===== src/verilog/panel_pkg.sv =====
// constants shared by the front-panel control routing design
package panel_pkg;
  // register offsets
  localparam logic [7:0] ADDR_CONTROL    = 8'h00;
  localparam logic [7:0] ADDR_STATUS     = 8'h04;
  localparam logic [7:0] ADDR_IRQ_STATUS = 8'h08;
  localparam logic [7:0] ADDR_IRQ_ENABLE = 8'h0c;
  localparam logic [7:0] ADDR_IRQ_CLEAR  = 8'h10;
  // control register fields
  localparam int CTRL_MODE_LSB   = 0;
  localparam int CTRL_LATE_BIT   = 2;
  localparam int CTRL_WORD24_BIT = 3;
  localparam logic [1:0] CTRL_MODE_RESET = 2'h0;
  localparam logic CTRL_LATE_RESET   = 1'b0;
  localparam logic CTRL_WORD24_RESET = 1'b0;
  // input mode encodings
  localparam logic [1:0] MODE_USER2    = 2'h0;
  localparam logic [1:0] MODE_INHIBIT3 = 2'h1;
  localparam logic [1:0] MODE_INHIBIT4 = 2'h2;
  localparam logic [1:0] MODE_TEST     = 2'h3;
  // status register fields
  localparam int STAT_FLAG_LSB = 0;
  localparam int STAT_IN_LSB   = 2;
  localparam int STAT_OUT_LSB  = 6;
  // interrupt sources
  localparam int IRQ_WIDTH     = 4;
  localparam int IRQ_NEXT      = 0;
  localparam int IRQ_DROPPED   = 1;
  localparam int IRQ_EXT_RESET = 2;
  localparam int IRQ_FIFO_FULL = 3;
  localparam logic [IRQ_WIDTH-1:0] IRQ_RESET = 4'h0;
  // data word layout in 24-bit mode
  localparam int WORD_COUNT_W  = 24;
  localparam int WORD_CHAN_LSB = 24;
  localparam int WORD_BANK_BIT = 29;
  localparam int WORD_LOW_BIT  = 30;
  localparam int WORD_HIGH_BIT = 31;
  // highest counter input rates in MHz, clock rate in MHz
  localparam int RATE_FAST_MHZ = 200;
  localparam int RATE_TTL_MHZ  = 100;
  localparam int CLOCK_MHZ     = 125;
endpackage : panel_pkg


===== src/verilog/rise_detect.sv =====
// one-cycle pulse on the rising edge of a synchronous level
`timescale 1ns/100ps
module rise_detect (
  input  wire logic i_clock,
  input  wire logic i_rst,
  input  wire logic i_level,
  output logic      o_rise
);
  typedef struct packed {
    logic prev;
    logic rise;
  } rise_state_t;

  rise_state_t st_ff;
  rise_state_t nxt_st;

  always_comb begin
    nxt_st      = st_ff;
    nxt_st.prev = i_level;
    nxt_st.rise = i_level & ~st_ff.prev;
  end

  always_ff @(posedge i_clock or posedge i_rst) begin
    if (i_rst) begin
      st_ff <= '0;
    end else begin
      st_ff <= nxt_st;
    end
  end

  assign o_rise = st_ff.rise;
endmodule : rise_detect


===== src/verilog/irq_block.sv =====
// sticky interrupt status, enable and write-one-to-clear
`timescale 1ns/100ps
module irq_block (
  input  wire logic                            i_clock,
  input  wire logic                            i_rst,
  input  wire logic [panel_pkg::IRQ_WIDTH-1:0] i_event,
  input  wire logic                            i_enable_wr,
  input  wire logic                            i_clear_wr,
  input  wire logic [panel_pkg::IRQ_WIDTH-1:0] i_wdata,
  output logic      [panel_pkg::IRQ_WIDTH-1:0] o_status,
  output logic      [panel_pkg::IRQ_WIDTH-1:0] o_enable,
  output logic                                 o_irq
);
  typedef struct packed {
    logic [panel_pkg::IRQ_WIDTH-1:0] status;
    logic [panel_pkg::IRQ_WIDTH-1:0] enable;
  } irq_state_t;

  irq_state_t st_ff;
  irq_state_t nxt_st;

  always_comb begin
    nxt_st = st_ff;
    // a new event wins over a clear in the same cycle
    if (i_clear_wr) begin
      nxt_st.status = st_ff.status & ~i_wdata;
    end
    nxt_st.status = nxt_st.status | i_event;
    if (i_enable_wr) begin
      nxt_st.enable = i_wdata;
    end
  end

  always_ff @(posedge i_clock or posedge i_rst) begin
    if (i_rst) begin
      st_ff <= {panel_pkg::IRQ_RESET, panel_pkg::IRQ_RESET};
    end else begin
      st_ff <= nxt_st;
    end
  end

  assign o_status = st_ff.status;
  assign o_enable = st_ff.enable;
  assign o_irq    = |(st_ff.status & st_ff.enable);
endmodule : irq_block


===== src/verilog/panel_routing.sv =====
// front-panel control line routing for the multiscaler
//
// Contract
// - mode 0: in1 next pulse, in2/in3 user flags, in4 reset (early).
// - mode 1: in1 next pulse, in2 user flag, in3 counting inhibit.
// - later variants, modes 0 and 1: in4 blocks next pulses instead.
// - mode 2: in1 next, in2/in3 user flags, in4 disables counting.
// - mode 3: in4 is an external test pulse into the counters.
// - control lines 5 to 8 are always outputs.
// - line 5 carries copy in progress, line 6 fifo empty.
// - line 7 carries fifo half full, line 8 fifo full.
// - counting stops for as long as the inhibit input is held.
// - 24-bit mode latches user flags on next pulse leading edge.
// - counters take up to 200 MHz fast inputs, 100 MHz ttl.
// - latched user flags sit in the data word upper byte.
`timescale 1ns/100ps
module panel_routing (
  input  wire logic        i_clock,
  input  wire logic        i_rst,
  // register port
  input  wire logic [7:0]  i_addr,
  input  wire logic [31:0] i_wdata,
  input  wire logic        i_wr,
  input  wire logic        i_rd,
  output logic      [31:0] o_rdata,
  output logic             o_irq,
  // control lines 1 to 4
  input  wire logic [3:0]  i_ctrl_in,
  // board state shown on lines 5 to 8
  input  wire logic        i_copy_in_progress,
  input  wire logic        i_fifo_empty,
  input  wire logic        i_fifo_half_full,
  input  wire logic        i_fifo_full,
  output logic      [3:0]  o_ctrl_out,
  // to the counter logic
  output logic             o_next_time_slice_pulse,
  output logic             o_counter_reset,
  output logic             o_test_pulse,
  output logic             o_count_enable,
  output logic             o_user_flag_high,
  output logic             o_user_flag_low,
  // data word assembly
  input  wire logic        i_word_valid,
  input  wire logic [23:0] i_word_count,
  input  wire logic        i_word_bank,
  input  wire logic [4:0]  i_word_channel,
  output logic      [31:0] o_data_word,
  output logic             o_data_valid
);
  // ------------------------------------------------------------------
  // state
  // ------------------------------------------------------------------
  typedef struct packed {
    logic [1:0]  mode;
    logic        late;
    logic        word24;
    logic        flag_high;
    logic        flag_low;
    logic        next_pulse;
    logic        counter_reset;
    logic        test_pulse;
    logic        count_enable;
    logic [3:0]  line_out;
    logic        full_prev;
    logic [31:0] data_word;
    logic        data_valid;
    logic [31:0] rdata;
  } route_state_t;

  route_state_t st_ff;
  route_state_t nxt_st;

  logic                            rise_next;
  logic                            rise_fourth;
  logic [panel_pkg::IRQ_WIDTH-1:0] irq_event;
  logic [panel_pkg::IRQ_WIDTH-1:0] irq_status;
  logic [panel_pkg::IRQ_WIDTH-1:0] irq_enable;
  logic                            wr_enable;
  logic                            wr_clear;
  logic                            in4_blocks;
  logic                            in4_resets;
  logic                            inhibit;
  logic                            next_ok;

  // address match used by every register access
  function automatic logic hit(input logic [7:0] a,
                               input logic [7:0] b);
    hit = (a == b);
  endfunction : hit

  // ------------------------------------------------------------------
  // edge detectors
  // ------------------------------------------------------------------
  rise_detect u_rise_next (
    .i_clock (i_clock),
    .i_rst   (i_rst),
    .i_level (i_ctrl_in[0]),
    .o_rise  (rise_next)
  );

  rise_detect u_rise_fourth (
    .i_clock (i_clock),
    .i_rst   (i_rst),
    .i_level (i_ctrl_in[3]),
    .o_rise  (rise_fourth)
  );

  // ------------------------------------------------------------------
  // input role decode
  // ------------------------------------------------------------------
  always_comb begin
    // in4 blocks next pulses only in later variants, modes 0 and 1
    in4_blocks = st_ff.late & ~st_ff.mode[1] & i_ctrl_in[3];
    in4_resets = ~st_ff.late & ~st_ff.mode[1] & rise_fourth;
    case (st_ff.mode)
      panel_pkg::MODE_INHIBIT3: inhibit = i_ctrl_in[2];
      panel_pkg::MODE_INHIBIT4: inhibit = i_ctrl_in[3];
      default:                  inhibit = 1'b0;
    endcase
    // mode 3 gives in1 no role
    next_ok = rise_next & (st_ff.mode != panel_pkg::MODE_TEST);
  end

  assign wr_enable = i_wr & hit(i_addr, panel_pkg::ADDR_IRQ_ENABLE);
  assign wr_clear  = i_wr & hit(i_addr, panel_pkg::ADDR_IRQ_CLEAR);

  always_comb begin
    irq_event = '0;
    irq_event[panel_pkg::IRQ_NEXT]      = next_ok & ~in4_blocks;
    irq_event[panel_pkg::IRQ_DROPPED]   = next_ok & in4_blocks;
    irq_event[panel_pkg::IRQ_EXT_RESET] = in4_resets;
    irq_event[panel_pkg::IRQ_FIFO_FULL] = i_fifo_full & ~st_ff.full_prev;
  end

  // ------------------------------------------------------------------
  // next state
  // ------------------------------------------------------------------
  always_comb begin
    nxt_st = st_ff;
    nxt_st.next_pulse    = next_ok & ~in4_blocks;
    nxt_st.counter_reset = in4_resets;
    nxt_st.test_pulse    = (st_ff.mode == panel_pkg::MODE_TEST)
                           & rise_fourth;
    // enable goes to counters rated at the fast and ttl maxima
    nxt_st.count_enable  = ~inhibit;
    nxt_st.line_out      = {i_fifo_full, i_fifo_half_full,
                            i_fifo_empty, i_copy_in_progress};
    nxt_st.full_prev     = i_fifo_full;
    // user flags latched on the leading edge of the next pulse
    if (next_ok && st_ff.word24) begin
      nxt_st.flag_low = i_ctrl_in[1];
      if (st_ff.mode != panel_pkg::MODE_INHIBIT3) begin
        nxt_st.flag_high = i_ctrl_in[2];
      end
    end
    // data word with flags, bank and channel in the upper byte
    nxt_st.data_valid = i_word_valid;
    if (i_word_valid) begin
      nxt_st.data_word = {st_ff.flag_high, st_ff.flag_low,
                          i_word_bank, i_word_channel, i_word_count};
    end
    // register writes
    if (i_wr && hit(i_addr, panel_pkg::ADDR_CONTROL)) begin
      nxt_st.mode   = i_wdata[panel_pkg::CTRL_MODE_LSB +: 2];
      nxt_st.late   = i_wdata[panel_pkg::CTRL_LATE_BIT];
      nxt_st.word24 = i_wdata[panel_pkg::CTRL_WORD24_BIT];
    end
    // register reads, data in the following cycle only
    nxt_st.rdata = '0;
    if (i_rd) begin
      if (hit(i_addr, panel_pkg::ADDR_CONTROL)) begin
        nxt_st.rdata[panel_pkg::CTRL_MODE_LSB +: 2]  = st_ff.mode;
        nxt_st.rdata[panel_pkg::CTRL_LATE_BIT]       = st_ff.late;
        nxt_st.rdata[panel_pkg::CTRL_WORD24_BIT]     = st_ff.word24;
      end else if (hit(i_addr, panel_pkg::ADDR_STATUS)) begin
        nxt_st.rdata[panel_pkg::STAT_FLAG_LSB +: 2]  = {st_ff.flag_high,
                                                        st_ff.flag_low};
        nxt_st.rdata[panel_pkg::STAT_IN_LSB +: 4]    = i_ctrl_in;
        nxt_st.rdata[panel_pkg::STAT_OUT_LSB +: 4]   = st_ff.line_out;
      end else if (hit(i_addr, panel_pkg::ADDR_IRQ_STATUS)) begin
        nxt_st.rdata[panel_pkg::IRQ_WIDTH-1:0]       = irq_status;
      end else if (hit(i_addr, panel_pkg::ADDR_IRQ_ENABLE)) begin
        nxt_st.rdata[panel_pkg::IRQ_WIDTH-1:0]       = irq_enable;
      end
    end
  end

  // ------------------------------------------------------------------
  // registers
  // ------------------------------------------------------------------
  always_ff @(posedge i_clock or posedge i_rst) begin
    if (i_rst) begin
      st_ff              <= '0;
      st_ff.mode         <= panel_pkg::CTRL_MODE_RESET;
      st_ff.late         <= panel_pkg::CTRL_LATE_RESET;
      st_ff.word24       <= panel_pkg::CTRL_WORD24_RESET;
      st_ff.count_enable <= 1'b1;
    end else begin
      st_ff <= nxt_st;
    end
  end

  // ------------------------------------------------------------------
  // interrupts
  // ------------------------------------------------------------------
  irq_block u_irq (
    .i_clock     (i_clock),
    .i_rst       (i_rst),
    .i_event     (irq_event),
    .i_enable_wr (wr_enable),
    .i_clear_wr  (wr_clear),
    .i_wdata     (i_wdata[panel_pkg::IRQ_WIDTH-1:0]),
    .o_status    (irq_status),
    .o_enable    (irq_enable),
    .o_irq       (o_irq)
  );

  // ------------------------------------------------------------------
  // outputs
  // ------------------------------------------------------------------
  assign o_rdata                 = st_ff.rdata;
  assign o_ctrl_out              = st_ff.line_out;
  assign o_next_time_slice_pulse = st_ff.next_pulse;
  assign o_counter_reset         = st_ff.counter_reset;
  assign o_test_pulse            = st_ff.test_pulse;
  assign o_count_enable          = st_ff.count_enable;
  assign o_user_flag_high        = st_ff.flag_high;
  assign o_user_flag_low         = st_ff.flag_low;
  assign o_data_word             = st_ff.data_word;
  assign o_data_valid            = st_ff.data_valid;

  // ------------------------------------------------------------------
  // assertions
  // ------------------------------------------------------------------
  property p_next_mode;
    @(posedge i_clock) disable iff (i_rst)
    o_next_time_slice_pulse |-> $past(st_ff.mode) != 2'h3;
  endproperty
  a_next_mode: assert property (p_next_mode)
    else $error("next pulse issued in test mode");

  property p_reset_early;
    @(posedge i_clock) disable iff (i_rst)
    o_counter_reset |-> !$past(st_ff.late) && !$past(st_ff.mode[1]);
  endproperty
  a_reset_early: assert property (p_reset_early)
    else $error("reset pulse outside early modes 0 and 1");

  property p_late_block;
    @(posedge i_clock) disable iff (i_rst)
    st_ff.late && !st_ff.mode[1] && i_ctrl_in[3] && rise_next
      |=> !o_next_time_slice_pulse;
  endproperty
  a_late_block: assert property (p_late_block)
    else $error("next pulse passed while in4 blocks it");

  property p_inhibit3;
    @(posedge i_clock) disable iff (i_rst)
    st_ff.mode == 2'h1 && i_ctrl_in[2] |=> !o_count_enable;
  endproperty
  a_inhibit3: assert property (p_inhibit3)
    else $error("counting not stopped by in3 in mode 1");

  property p_inhibit4;
    @(posedge i_clock) disable iff (i_rst)
    st_ff.mode == 2'h2 && i_ctrl_in[3] |=> !o_count_enable;
  endproperty
  a_inhibit4: assert property (p_inhibit4)
    else $error("counting not stopped by in4 in mode 2");

  property p_enable_cause;
    @(posedge i_clock) disable iff (i_rst)
    !o_count_enable |-> $past(st_ff.mode) inside {2'h1, 2'h2};
  endproperty
  a_enable_cause: assert property (p_enable_cause)
    else $error("counting stopped in a mode without inhibit");

  property p_lines;
    @(posedge i_clock) disable iff (i_rst)
    ##1 o_ctrl_out == $past({i_fifo_full, i_fifo_half_full,
                             i_fifo_empty, i_copy_in_progress});
  endproperty
  a_lines: assert property (p_lines)
    else $error("lines 5 to 8 do not follow board state");

  property p_flag_latch;
    @(posedge i_clock) disable iff (i_rst)
    $changed(o_user_flag_low) || $changed(o_user_flag_high)
      |-> $past(rise_next) && $past(st_ff.word24)
          && $past(st_ff.mode) != 2'h3;
  endproperty
  a_flag_latch: assert property (p_flag_latch)
    else $error("user flag changed without next pulse edge");

  property p_word;
    @(posedge i_clock) disable iff (i_rst)
    i_word_valid |=> o_data_valid
      && o_data_word[31:24] == {$past(st_ff.flag_high),
         $past(st_ff.flag_low), $past(i_word_bank),
         $past(i_word_channel)};
  endproperty
  a_word: assert property (p_word)
    else $error("data word upper byte wrong");

  property p_test_pulse;
    @(posedge i_clock) disable iff (i_rst)
    o_test_pulse |-> $past(st_ff.mode) == 2'h3;
  endproperty
  a_test_pulse: assert property (p_test_pulse)
    else $error("test pulse issued outside test mode");

  property p_early_reset;
    @(posedge i_clock) disable iff (i_rst)
    !st_ff.late && !st_ff.mode[1] && rise_fourth |=> o_counter_reset;
  endproperty
  a_early_reset: assert property (p_early_reset)
    else $error("in4 edge gave no reset pulse in early modes 0 and 1");

  property p_flag_hold;
    @(posedge i_clock) disable iff (i_rst)
    st_ff.mode == 2'h1 && rise_next |=> $stable(o_user_flag_high);
  endproperty
  a_flag_hold: assert property (p_flag_hold)
    else $error("in3 latched as a user flag in mode 1");

  property p_count_free;
    @(posedge i_clock) disable iff (i_rst)
    st_ff.mode == 2'h0 || st_ff.mode == 2'h3 |=> o_count_enable;
  endproperty
  a_count_free: assert property (p_count_free)
    else $error("counting stopped in a mode without inhibit input");

  property p_cip_line;
    @(posedge i_clock) disable iff (i_rst)
    i_copy_in_progress |=> o_ctrl_out[0];
  endproperty
  a_cip_line: assert property (p_cip_line)
    else $error("line 5 does not show copy in progress");

  cover property (@(posedge i_clock) disable iff (i_rst)
    o_next_time_slice_pulse ##[1:20] o_data_valid);
  cover property (@(posedge i_clock) disable iff (i_rst)
    o_test_pulse);
  cover property (@(posedge i_clock) disable iff (i_rst)
    !o_count_enable ##1 o_count_enable);
  cover property (@(posedge i_clock) disable iff (i_rst)
    o_irq);
endmodule : panel_routing


===== config.mk =====
export PLATFORM = sky130hd
export DESIGN_NAME = panel_routing
export DESIGN_NICKNAME = d
export VERILOG_FILES = /design/src/verilog/panel_pkg.sv /design/src/verilog/rise_detect.sv /design/src/verilog/irq_block.sv /design/src/verilog/panel_routing.sv
export SDC_FILE = /design/constraint.sdc
export NUM_CORES = 1
export LEC_CHECK = 0
export BUFFER_PORTS_ARGS = -buffer_cell sky130_fd_sc_hd__clkbuf_2
export CORE_UTILIZATION = 30
export CTS_BUF_LIST = sky130_fd_sc_hd__clkbuf_8
export DETAILED_ROUTE_END_ITERATION = 10
export GPL_TIMING_DRIVEN = 0
export PLACE_DENSITY = 0.6
export SYNTH_ARGS = -nofsm -noshare
export SYNTH_HDL_FRONTEND = slang
export SYNTH_SLANG_ARGS = --single-unit

===== constraint.sdc =====
create_clock -name i_clock -period 2.36 [get_ports i_clock]
set_input_delay 0.354 -clock i_clock [delete_from_list [all_inputs] [get_ports i_clock]]
set_output_delay 0.354 -clock i_clock [all_outputs]
set_load 0.03 [all_outputs]

* After elaboration in Yosys (flattened, before gate mapping)
Index checks and enable logic that the tools add are counted.
** Cells by class
- Bitwise operators :: 24
- Equality and inequality tests :: 9
- Reduce and logical (&&, ||, !) cells :: 5
- Multiplexer cells :: 9
** Operators with widths (count)
- 2-to-1 mux 4 bit :: 5
- equality test 8 x 4 -> 1 bit (second input constant) :: 2
- AND 1 bit :: 13
- 2-to-1 mux 6 bit :: 2
- 2-to-1 mux 10 bit :: 1
- AND 4 bit :: 2
- equality test 8 x 3 -> 1 bit (second input constant) :: 1
- equality test 8 x 5 -> 1 bit (second input constant) :: 1
- zero test 8 bit :: 1
- NOT 1 bit :: 7
- equality test 2 bit (second input constant) :: 2
- NOT 4 bit :: 1
- bitwise OR 4 bit :: 1
- OR reduction 4 bit :: 1
- equality test 2 x 1 -> 1 bit (second input constant) :: 1
- logical AND 1 bit :: 2
- inequality test 2 x 1 -> 1 bit (second input constant) :: 1
- inequality test 2 bit (second input constant) :: 1
- case mux 1 bit (2 select lines) :: 1
- AND reduction 2 bit :: 1
** Storage, ports and cells
- Output and inout port bits :: 76
- Word-level logic and storage cells :: 67
- Bits of input ports :: 83
- Register bits after elaboration :: 70

* Depth between registers and ports, before layout
Gate-level depths: netlist (run 1).
- Word-level depth :: 6
- Mapped depth :: 4
- Mapped depth without buffers :: 4

* Hierarchy
Synthesis (run 1) repeated with hierarchy kept, for this count alone.
** Second synthesis, totals
- Cell total of the unflattened synthesis :: 252
- Area, all modules :: 3249.4 sq um
** Modules (own cells, without submodules)
- panel_routing :: instances 1, sequential area each 1427.6 sq um, cells an instance 220, area an instance 2801.4 sq um
- irq_block :: instances 1, sequential area each 200.2 sq um, cells an instance 24, area an instance 312.8 sq um
- rise_detect :: instances 2, sequential area each 50.0 sq um, cells an instance 4, area an instance 67.6 sq um

* Worst setup path before layout (run 1)
OpenSTA, ideal clock, no wires.
- Path kind :: input to register
- Start :: in i_addr[5]
- End :: reg u_irq.st_ff (netlist bit u_irq.o_enable[0])
- Stages on the path :: 3
- Setup slack :: 0.905 ns
- Data arrival time :: 1.330 ns
- Library setup time :: 0.125 ns
- Required time :: 2.235 ns
- Path buffers :: 0
- Cells stage by stage :: nor3_4 -> nor4b_4 -> mux2_2
** On the way
- Longest elaborated chain between the ends :: 2
** RTL lines
- start, declared :: RTL line panel_routing.sv:21 : input wire logic [7:0] i_addr,
- equality test 8 x 4 -> 1 bit :: RTL line panel_routing.sv:88 : hit = (a == b);
- AND 1 bit :: RTL line panel_routing.sv:124 : assign wr_enable = i_wr & hit(i_addr, panel_pkg::ADDR_IRQ_ENABLE);
- end signal, assigned :: RTL line irq_block.sv:36 : st_ff <= {panel_pkg::IRQ_RESET, panel_pkg::IRQ_RESET};
- end signal, assigned :: RTL line irq_block.sv:38 : st_ff <= nxt_st;
- end, declared :: RTL line irq_block.sv:19 : irq_state_t st_ff;
No other way between the ends.
A chain may end at the register's enable or synchronous reset.

* Worst setup path in the final report (run 1)
- Start :: reg u_irq.st_ff (netlist bit u_irq.o_status[1])
- End :: out o_irq
** On the way
- Longest elaborated chain between the ends :: 2
** RTL lines
- AND 4 bit :: RTL line irq_block.sv:44 : assign o_irq = |(st_ff.status & st_ff.enable);
- OR reduction 4 bit :: RTL line irq_block.sv:44
- end, declared :: RTL line panel_routing.sv:26 : output logic o_irq,
No other way between the ends.

==> impl_results.md, run 1 <==
- Synthesis Warnings: 0
- Post-Syn Area: 3260 sq um
- Vias in the first global route: approximately 2100
- Synth area leaders: dfrtp_1, buf_4, mux2_2
- Status: finished, final reports clean
- Hold Vio Cnt, Final: 0
- Worst Skew: between 7 and 8 ps
- Critical Path RT: 2010 ps
- Gr ovfl total: 0
- Design area: 4270 sq um
- Crit start category: flip-flop
- Critical Path AT: 1250 ps
- PortBufs: 108
- Post-synthesis sequential area ratio: 53.0%
- Placed cell area: a little over 4000 sq um
- Yosys top cell area share: 52.1%
- Peak VDD IR: 0.000248 V
- Clock sink count: 69
- Clock-pin slew on the worst setup and hold paths: 70 ps
- RSZ-0062 raised after global routing: no
- Flops & latches, synth: between 60 and 70
- Htree depth: 3
- Sequential Area: roughly 1700 sq um
- GRT Total Usage: 11.5%
- Layout cells sized above 1: 62.6%
- Gate Count Post-Synth: around 250
- Placed Cells: approximately 510
- Initial Utilization: 31.3%
- Fillers: 1020
- GRT busiest layer: met2
- Die Span X: around 110 microns
- Final cell count without fillers: 529
- R2R Path Start: st_ff[79]$_DFFE_PP0P_
- Die Area: 11300 sq um
- First-pass GRT wire length: 9.86 mm
- Hold buffers post-CTS: 0
- Postcts setup bufs: 0
- P&R area growth vs syn: 30.8%
- Final Max Slew Viols: 0
- Largest net degree at the start of global routing: 70
- Syn Area/Cell: 13.2 sq um
- Initial DRC count: 51
- Leakage: 2.27 nW
- Buffers from clock root to sink, at most: 2
- Routability Congestion: 0.796
- Root buf cell: clkbuf_8
- Fin crit share: 67.9%
- WL/cell: 11.6 microns
- Met1 usage: 14.0%
- Async SR Flop Fraction: 100%
- Netlist cell types: 36
- Power density over cell area: 683 nW/um^2
- Setup TNS: 0 ps
- R2r worst-path depth: 4
- CP Launch Point: u_irq.o_status[1]$_DFF_PP0_
- M2 GR Usage: between 15 and 20%
- Hpwl dp: 4.78 mm
- Crit path time final: 1600 ps
- Yosys top cell by area: dfrtp_1
- Row cnt: 37
- Met3 Usage GRT: 4.60%
- Initial antenna violation count: 0
- DRC errors left: 0
- HP Start: i_fifo_half_full
- Post-synth EDFFs: 0
- Cts bufs inserted: 9
- Core region area: 10400 sq um
- Drt pass-1 iters: 4
- Via/cell ratio: about 4.1
- Final wirelength: 6.14 mm
- Ant diodes: 0
- Hold depth: 1
- Worst slew pin tran: 830 ps
- Via count: 2151
- Setup violators final: 0
- Max transition margin: 44.7%
- Antenna Violating Nets Remaining: 0
- Critical path class: reg2out
- I/O Pins: approximately 160
- Top_reg_cell synth: dfrtp_1
- Crit. End Element: output pin
- Die Height: 106 microns
- Synth cell count leaders: buf_4, dfrtp_1, mux2_2
- Max FO, Critical Path: 3
- Worst skew pair latency: 340 ps
- Number of max-cap violations: 0
- Hold Path Class: in2reg
- CTS tree: done
- Max Clk Rate: slightly above 600 MHz
- Most common cell in the netlist: buf_4
- Layout Nets: 474
- # resized after CTS: 0
- Hold_ws: 122 ps
- Multi-input logic area: 1050 sq um
==> worst paths after layout <==
kind                                                       end  slack [ps]
worst min-delay path                   o_ctrl_out[2]$_DFF_PP0_         120
worst max register to register    o_user_flag_high$_DFFE_PP0P_         910
max in group asynchronous          o_data_word[22]$_DFFE_PP0P_        1640
worst max-delay path                                     o_irq         760
min in group asynchronous           o_data_word[8]$_DFFE_PP0P_         190
worst min register to register  u_rise_fourth.o_rise$_DFF_PP0_         390
==> area by class of cell <==
type                            instances  share of cell area, %
Tap cell                              136                   3.99
Inverter                                4                  0.410
Clock buffer                            9                   2.90
Clock inverter                          7                   2.11
Buffer                                 74                   12.8
Timing Repair Buffer                  108                   12.7
Sequential cell                        69                   40.5
Multi-Input combinational cell        122                   24.6
==> stage by stage <==
step / worst slack [ps] / utilization, % / power (mW)
6_report: 757 / 41.0 / 2.92
5_1_grt: 689 / 41.0 / 3.07
4_1_cts: 732 / 41.0 / 2.97
3_5_place_dp: 602 / 38.9 / 1.92
3_3_place_gp: -608 / 38.9 / 1.91
2_1_floorplan: 268 / - / 1.76
==> layout by cell type, fill, tap and decap left out, types with 2 or more instances in the layout <==
cell        instances
a21oi_1             4
ha_1                3
mux2i_1             4
and2_1              7
mux2_2             40
o211a_1             4
a22oi_1             3
mux2_1              2
and3_1              2
clkbuf_2          108
nor2b_1             3
a21o_1              2
clkbuf_8            9
nand3b_1            3
clkinvlp_4          2
dfrtp_1            68
nand4_1             4
clkinv_2            3
nor3b_1             5
buf_4              69
conb_1             22
inv_1               3
bufinv_16           2
buf_2               3
==> metal layers <==
| layer | share of wire, % | wire, microns | vias to the layer above |
|---|---|---|---|
| met5 | 0 | 0 | - |
| met4 | 1.1 | 70 | 0 |
| li1 | - | - | 1040 |
| met2 | 48 | 2920 | 87 |
| met3 | 7.3 | 446 | 6 |
| met1 | 44 | 2700 | 1018 |
==> critical path, cell delays in order, from the launching register on <==
cell and delay [ps]:
dfrtp_1 400, a22oi_1 230, nand2_1 100, clkbuf_2 190
==> where the power goes <==
part           switching [mW]  internal (mW)
logic                   0.330          0.253
clock network           0.438          0.589
registers              0.0449           1.26
==> registers in the layout, summed over array words and instances, names as in the netlist, 3 cells and up <==
name            flops
o_rdata            10
o_data_word        32
u_irq.o_status      4
u_irq.o_enable      4
st_ff               5
o_ctrl_out          3
==> kinds of logic (layout without fill, tap and decap cells) <==
family          count (synthesis)  count (layout)  share of synthesized area, %
flops                          69              69                          53.0
compound gates                 15              15                          3.53
other cells                     1              22                         0.115
fa+ha+maj                       3               3                          1.15
buf+inv                        78             202                          17.3
mux                            46              46                          15.7
simple gates                   36              36                          9.28
Note: power is estimated with default switching activity, not from simulation.
==> inputs of run 2 (changes only) <==
==> constraint.sdc (replaced) <==
create_clock -name i_clock -period 1.6 [get_ports i_clock]
set_input_delay 0.24 -clock i_clock [delete_from_list [all_inputs] [get_ports i_clock]]
set_output_delay 0.24 -clock i_clock [all_outputs]
set_load 0.03 [all_outputs]
==> run 2 against run 1 <==
Design area rose by 0.26%. Die area is the same. Total power increased by 40%. Critical path type unchanged. Largest cell class unchanged. Largest power group unchanged. Highest routed layer unchanged.
==> impl_results.md, run 2 (same netlist as run 1, synthesis figures left out) <==
- Status: finished, final reports clean
- Worst setup margin: 135 ps
- Cts bufs inserted: 9
- Drt pass-1 iters: 4
- Critical Path AT: 1220 ps
- Initial Utilization: between 30% and 40%
- Buffers from clock root to sink, at most: 2
- # resized after CTS: 0
- RSZ-0062 raised after global routing: no
- Multi-input logic area: 1050 sq um
- Antenna Violating Nets Remaining: 0
- Via/cell ratio: approximately 4
- Largest net degree at the start of global routing: 38
- Row cnt: 37
- Die Area: 11300 sq um
- Critical Path RT: 1360 ps
- Routability Congestion: 0.793
- Setup TNS: 0 ps
- Hold Path Class: in2async
- Clock sink count: 69
- Post-Route Utilization: 41.1%
- Psw: 1.14 mW
- Max FO, Critical Path: 3
- Setup WS pre-CTS: roughly 22 ps
- Max transition margin: 52.0%
- Final wirelength: roughly 6 mm
- CP Launch Point: u_irq.o_status[1]$_DFF_PP0_
- Clock-pin slew on the worst setup and hold paths: 70 ps
- Worst Skew: 7.06 ps
- Die Height: 106 microns
- PortBufs: approximately 110
- DRC errors left: 0
- Root buf cell: clkbuf_8
- CTS tree: done
- P&R area growth vs syn: 31.2%
- Crit. End Element: output pin
- Leakage: between 2 and 2.5 nW
- Initial antenna violation count: 0
- Crit start category: flip-flop
- Ant diodes: 0
- Fin crit share: 91.5%
- Power density over cell area: between 900 and 1000 nW/um^2
- Final Max Slew Viols: 0
- First-pass GRT wire length: a little under 10 mm
- Core region area: 10400 sq um
- Sequential Area: 1730 sq um
- Switching share of power: 28.0%
- Htree depth: 3
- Hold_ws: around 11 ps
- Clock power share: 31.2%
- Crit path time final: about 1500 ps
- Critical path class: reg2out
- Layout cells sized above 1: 61.1%
- Number of max-cap violations: 0
- Worst slew pin tran: 718 ps
- Die Span X: between 100 and 150 microns
- Hpwl dp: 4.81 mm
- Comb pwr share: 21.4%
- Hold Vio Cnt, Final: 0
- Post-layout power: 4.07 mW
- Setup violators final: 0
- Via count: 2149
- Largest register FFs: 32
- Layout Nets: 478
- Commonest non-fill, non-tap cells in the layout: clkbuf_2, buf_4, dfrtp_1, mux2_2, conb_1
- Max Clk Rate: a little under 700 MHz
- Commonest non-fill, non-tap cell in the layout: clkbuf_2
- Vias in the first global route: just under 2000
- Gr ovfl total: 0
- WL/cell: 11.3 microns
- Peak VDD IR: between 0.0004 and 0.0005 V
- R2R Path Start: st_ff[78]$_DFFE_PP0P_
- Fillers: between 1000 and 1500
- I/O Pins: 159
- P_int: 2.93 mW
- Worst skew pair latency: 330 ps
- Reg power frac: between 40% and 50%
- GRT Total Usage: 11.3%
- Initial DRC count: 72
run 2: cell types whose count changed in the layout (fill, tap and decap cells not counted), sizes merged:
cell | previous run | this run
buf | 73 | 74
clkinv | 3 | 1
bufinv | 2 | 1
clkinvlp | 2 | 1
inv | 4 | 7
dlygate4sd3 | 0 | 3
run 2: routing by layer:
layer | wire, microns | up-vias | track usage, %
met5 | 0 | - | 0
met4 | 52 | 0 | 3.87
met3 | 480 | 6 | 4.66
met2 | 2850 | 87 | 17.9
met1 | 2630 | 1007 | 13.8
li1 | - | 1049 | -
run 2: critical path, stage by stage, from the launching register on:
cell and delay (ps):
dfrtp_1 410, a22oi_1 220, nand2_1 90, clkbuf_2 180
run 2: worst paths after layout:
check / to / slack [ps] / depth (start not counted)
worst max-delay path: o_irq / 140 / 3
worst min-delay path: o_data_word[11]$_DFFE_PP0P_ / 10 / 2
worst max register to register: o_user_flag_high$_DFFE_PP0P_ / 160 / 4
worst min register to register: u_rise_fourth.o_rise$_DFF_PP0_ / 400 / 1
max in group asynchronous: o_count_enable$_DFF_PP1_ / 900 / 3
min in group i_clock: o_data_valid$_DFF_PP0_ / 40 / 1
run 2: layout make-up:
type,count,share of cell area (%)
Clock inverter,6,1.17
Buffer,74,12.8
Tap cell,136,3.98
Timing Repair Buffer,112,13.8
Inverter,4,0.438
Sequential cell,69,40.4
Multi-Input combinational cell,122,24.6
Clock buffer,9,2.89
run 2: timing repair:
item / CTS / global route
setup endpoints to repair: 0 / 0
endpoints found under the hold margin: 2 / 1
hold buffers: 2 / 1
buffers inserted: 0 / 0
run 2: power groups by stage:
stage                     clock network [mW]  logic (mW)  registers (mW)
after floorplan                            0       0.632            1.96
after global placement                     0       0.862            1.96
after detailed placement                   0       0.876            1.96
after CTS                               1.34       0.880            1.93
after global routing                    1.43       0.934            1.94
final                                   1.27       0.869            1.93
run 2: metrics by stage:
step,cell area (sq um),std cells
floorplan,3350,269
global placement,4060,513
finish,4280,532
detailed placement,4080,514
CTS,4270,531
global route,4280,532
==> inputs of run 3 (changes only) <==
--- a/config.mk
+++ b/config.mk
@@ -5,12 +5,14 @@
 export SDC_FILE = /design/constraint.sdc
 export NUM_CORES = 1
 export LEC_CHECK = 0
+export ABC_AREA = 1
 export BUFFER_PORTS_ARGS = -buffer_cell sky130_fd_sc_hd__clkbuf_2
 export CORE_UTILIZATION = 30
 export CTS_BUF_LIST = sky130_fd_sc_hd__clkbuf_8
 export DETAILED_ROUTE_END_ITERATION = 10
 export GPL_TIMING_DRIVEN = 0
 export PLACE_DENSITY = 0.6
+export RECOVER_POWER = 100
 export SYNTH_ARGS = -nofsm -noshare
 export SYNTH_HDL_FRONTEND = slang
 export SYNTH_SLANG_ARGS = --single-unit
==> run 3 against run 2 <==
Total power increased by 3.7%. Sequential share of layout area decreased by 0.11 points. Maximum frequency shrank 1.8%.
==> impl_results.md, run 3 <==
- Status: finished, final reports clean
- Gr ovfl total: 0
- Hold Vio Cnt, Final: 0
- Hold buffers post-CTS: 4
- # resized after CTS: 0
- Largest net degree at the start of global routing: 36
- Layout cells sized above 1: roughly 40%
- Htree depth: 3
- Ant diodes: 0
- Final cell count without fillers: 607
- First-pass GRT wire length: 10.7 mm
- Clock power share: 33.8%
- Clock-pin slew on the worst setup and hold paths: 80 ps
- Final Max Slew Viols: 0
- Cts bufs inserted: 9
- Via count: 2404
- Reg power frac: 45.8%
- Critical Path RT: 1820 ps
- Post-Route Utilization: 39.4%
- Top_reg_cell synth: dfrtp_1
- Root buf cell: clkbuf_8
- Routability Congestion: just over 0.8
- Setup violators final: 0
- Initial Utilization: 31.0%
- Netlist cell types: 28
- Synthesis Warnings: 0
- Leakage: between 2 and 2.5 nW
- Setup WS pre-CTS: 157 ps
- Placed cell area: 4200 sq um
- Post-layout power: 4.22 mW
- Crit path time final: 1490 ps
- Async SR Flop Fraction: between 90% and 100%
- Worst skew pair latency: 340 ps
- Hold Path Class: in2async
- Hpwl dp: between 5 and 6 mm
- Clock sink count: about 70
- Crit start category: flip-flop
- Antenna Violating Nets Remaining: 0
- RSZ-0062 raised after global routing: no
- Die Span X: 108 microns
- Initial DRC count: 60
- I/O Pins: 159
- P&R area growth vs syn: 27.1%
- Hold_ws: 12.2 ps
- Power density over cell area: about 1000 nW/um^2
- Vias in the first global route: 2219
- Max Clk Rate: approximately 670 MHz
- Max transition margin: between 40% and 50%
- Comb pwr share: between 20% and 30%
- Max FO, Critical Path: 6
- CTS tree: done
- Post-Syn Area: 3380 sq um
- Setup TNS: 0 ps
- Syn Area/Cell: 10.6 sq um
- Gate Count Post-Synth: 318
- Layout Nets: 549
- Critical Path AT: between 1500 and 2000 ps
- PortBufs: 108
- Post-synth EDFFs: 0
- GRT Total Usage: 12.1%
- Placed Cells: 588
- Yosys top cell area share: 50.4%
- Die Height: approximately 110 microns
- Fin crit share: approximately 93%
- Synth cell count leaders: buf_4, dfrtp_1, nand2_1
- Multi-input logic area: 1020 sq um
- Yosys top cell by area: dfrtp_1
- Sequential Area: 1730 sq um
- Via/cell ratio: around 4
- Psw: between 1 and 1.5 mW
- WL/cell: between 10 and 15 microns
- Worst slew pin tran: slightly below 800 ps
- Final wirelength: approximately 6.7 mm
- Worst setup margin: 108 ps
- Core region area: 10900 sq um
- Switching share of power: 29.0%
- Buffers from clock root to sink, at most: 2
- Postcts setup bufs: 0
- P_int: 3.00 mW
- Drt pass-1 iters: 5
- Initial antenna violation count: 0
- Design area: 4290 sq um
- Peak VDD IR: 0.000401 V
- Largest register FFs: 32
- Fillers: 1145
- Commonest non-fill, non-tap cells in the layout: buf_4, dfrtp_1, clkbuf_1, clkbuf_2, nand2_1
- Row cnt: 38
- Synth area leaders: dfrtp_1, buf_4, mux2_2
- DRC errors left: 0
- Worst Skew: 8.47 ps
- Die Area: 11700 sq um
- Number of max-cap violations: 0
- Critical path class: reg2reg
- Post-synthesis sequential area ratio: about 51%
- Flops & latches, synth: 69
- Crit. End Element: flip-flop
## run 3: cell count changes in the layout (fill, tap and decap cells not counted), moves of 7 or more
cell      change
nor2_1       +21
o21ai_0       +7
clkbuf_2     -59
clkbuf_1     +62
mux2_2        -8
nand2_1      +42
nand3_1      +20
and2_1        -7
inv_1        +15
## run 3: worst max-delay path: stages, from the launching register on
cell and delay, ps:
dfrtp_1 450, ha_1 220, nor2_1 270, nand2_1 140, mux2_2 290
## run 3: layout make-up
cell class,count,share of cell area [%]
flip-flops and latches,69,40.3
plain buffers,74,12.8
clock inverters,4,1.14
well taps,140,4.08
inverters,27,2.51
multi-input cells,169,23.8
repair buffers,113,11.9
clock buffers,11,3.53
## run 3: worst paths after layout
check | from | endpoint | slack [ps] | cells past startpoint
worst max-delay path | st_ff[79]$_DFFE_PP0P_ | o_user_flag_low$_DFFE_PP0N_ | 110 | 4
max in group asynchronous | i_rst | o_rdata[4]$_DFF_PP0_ | 370 | 3
worst max register to register | st_ff[79]$_DFFE_PP0P_ | o_user_flag_low$_DFFE_PP0N_ | 110 | 4
min in group i_clock | i_word_valid | o_data_valid$_DFF_PP0_ | 30 | 1
worst min register to register | u_rise_next.st_ff[1]$_DFF_PP0_ | u_rise_next.o_rise$_DFF_PP0_ | 390 | 1
worst min-delay path | i_rst | o_data_word[17]$_DFFE_PP0P_ | 10 | 2
## run 3: power groups by stage
stage	clock network (mW)	registers, mW	logic, mW
finish	1.43	1.94	0.859
global route	1.55	1.95	0.934
CTS	1.50	1.94	0.913
detailed placement	0	1.97	0.904
global placement	0	1.96	0.888
floorplan	0	1.97	0.651
## run 3: per-layer routing
metal	wire length, microns	track usage (%)
met4	108	6.16
met2	3090	19.1
met3	533	3.01
met1	3000	15.2
met5	0	0
## run 3: logic make-up after synthesis
kind of cell / count (synthesis) / synth area share [%]
muxes: 32 / 10.7
other: 1 / 0.111
buffers and inverters: 101 / 19.5
DFF: 69 / 51.2
AOI/OAI and AO/OA: 16 / 2.89
and+or+nand+nor: 96 / 14.6
adders and majority gates: 3 / 1.11
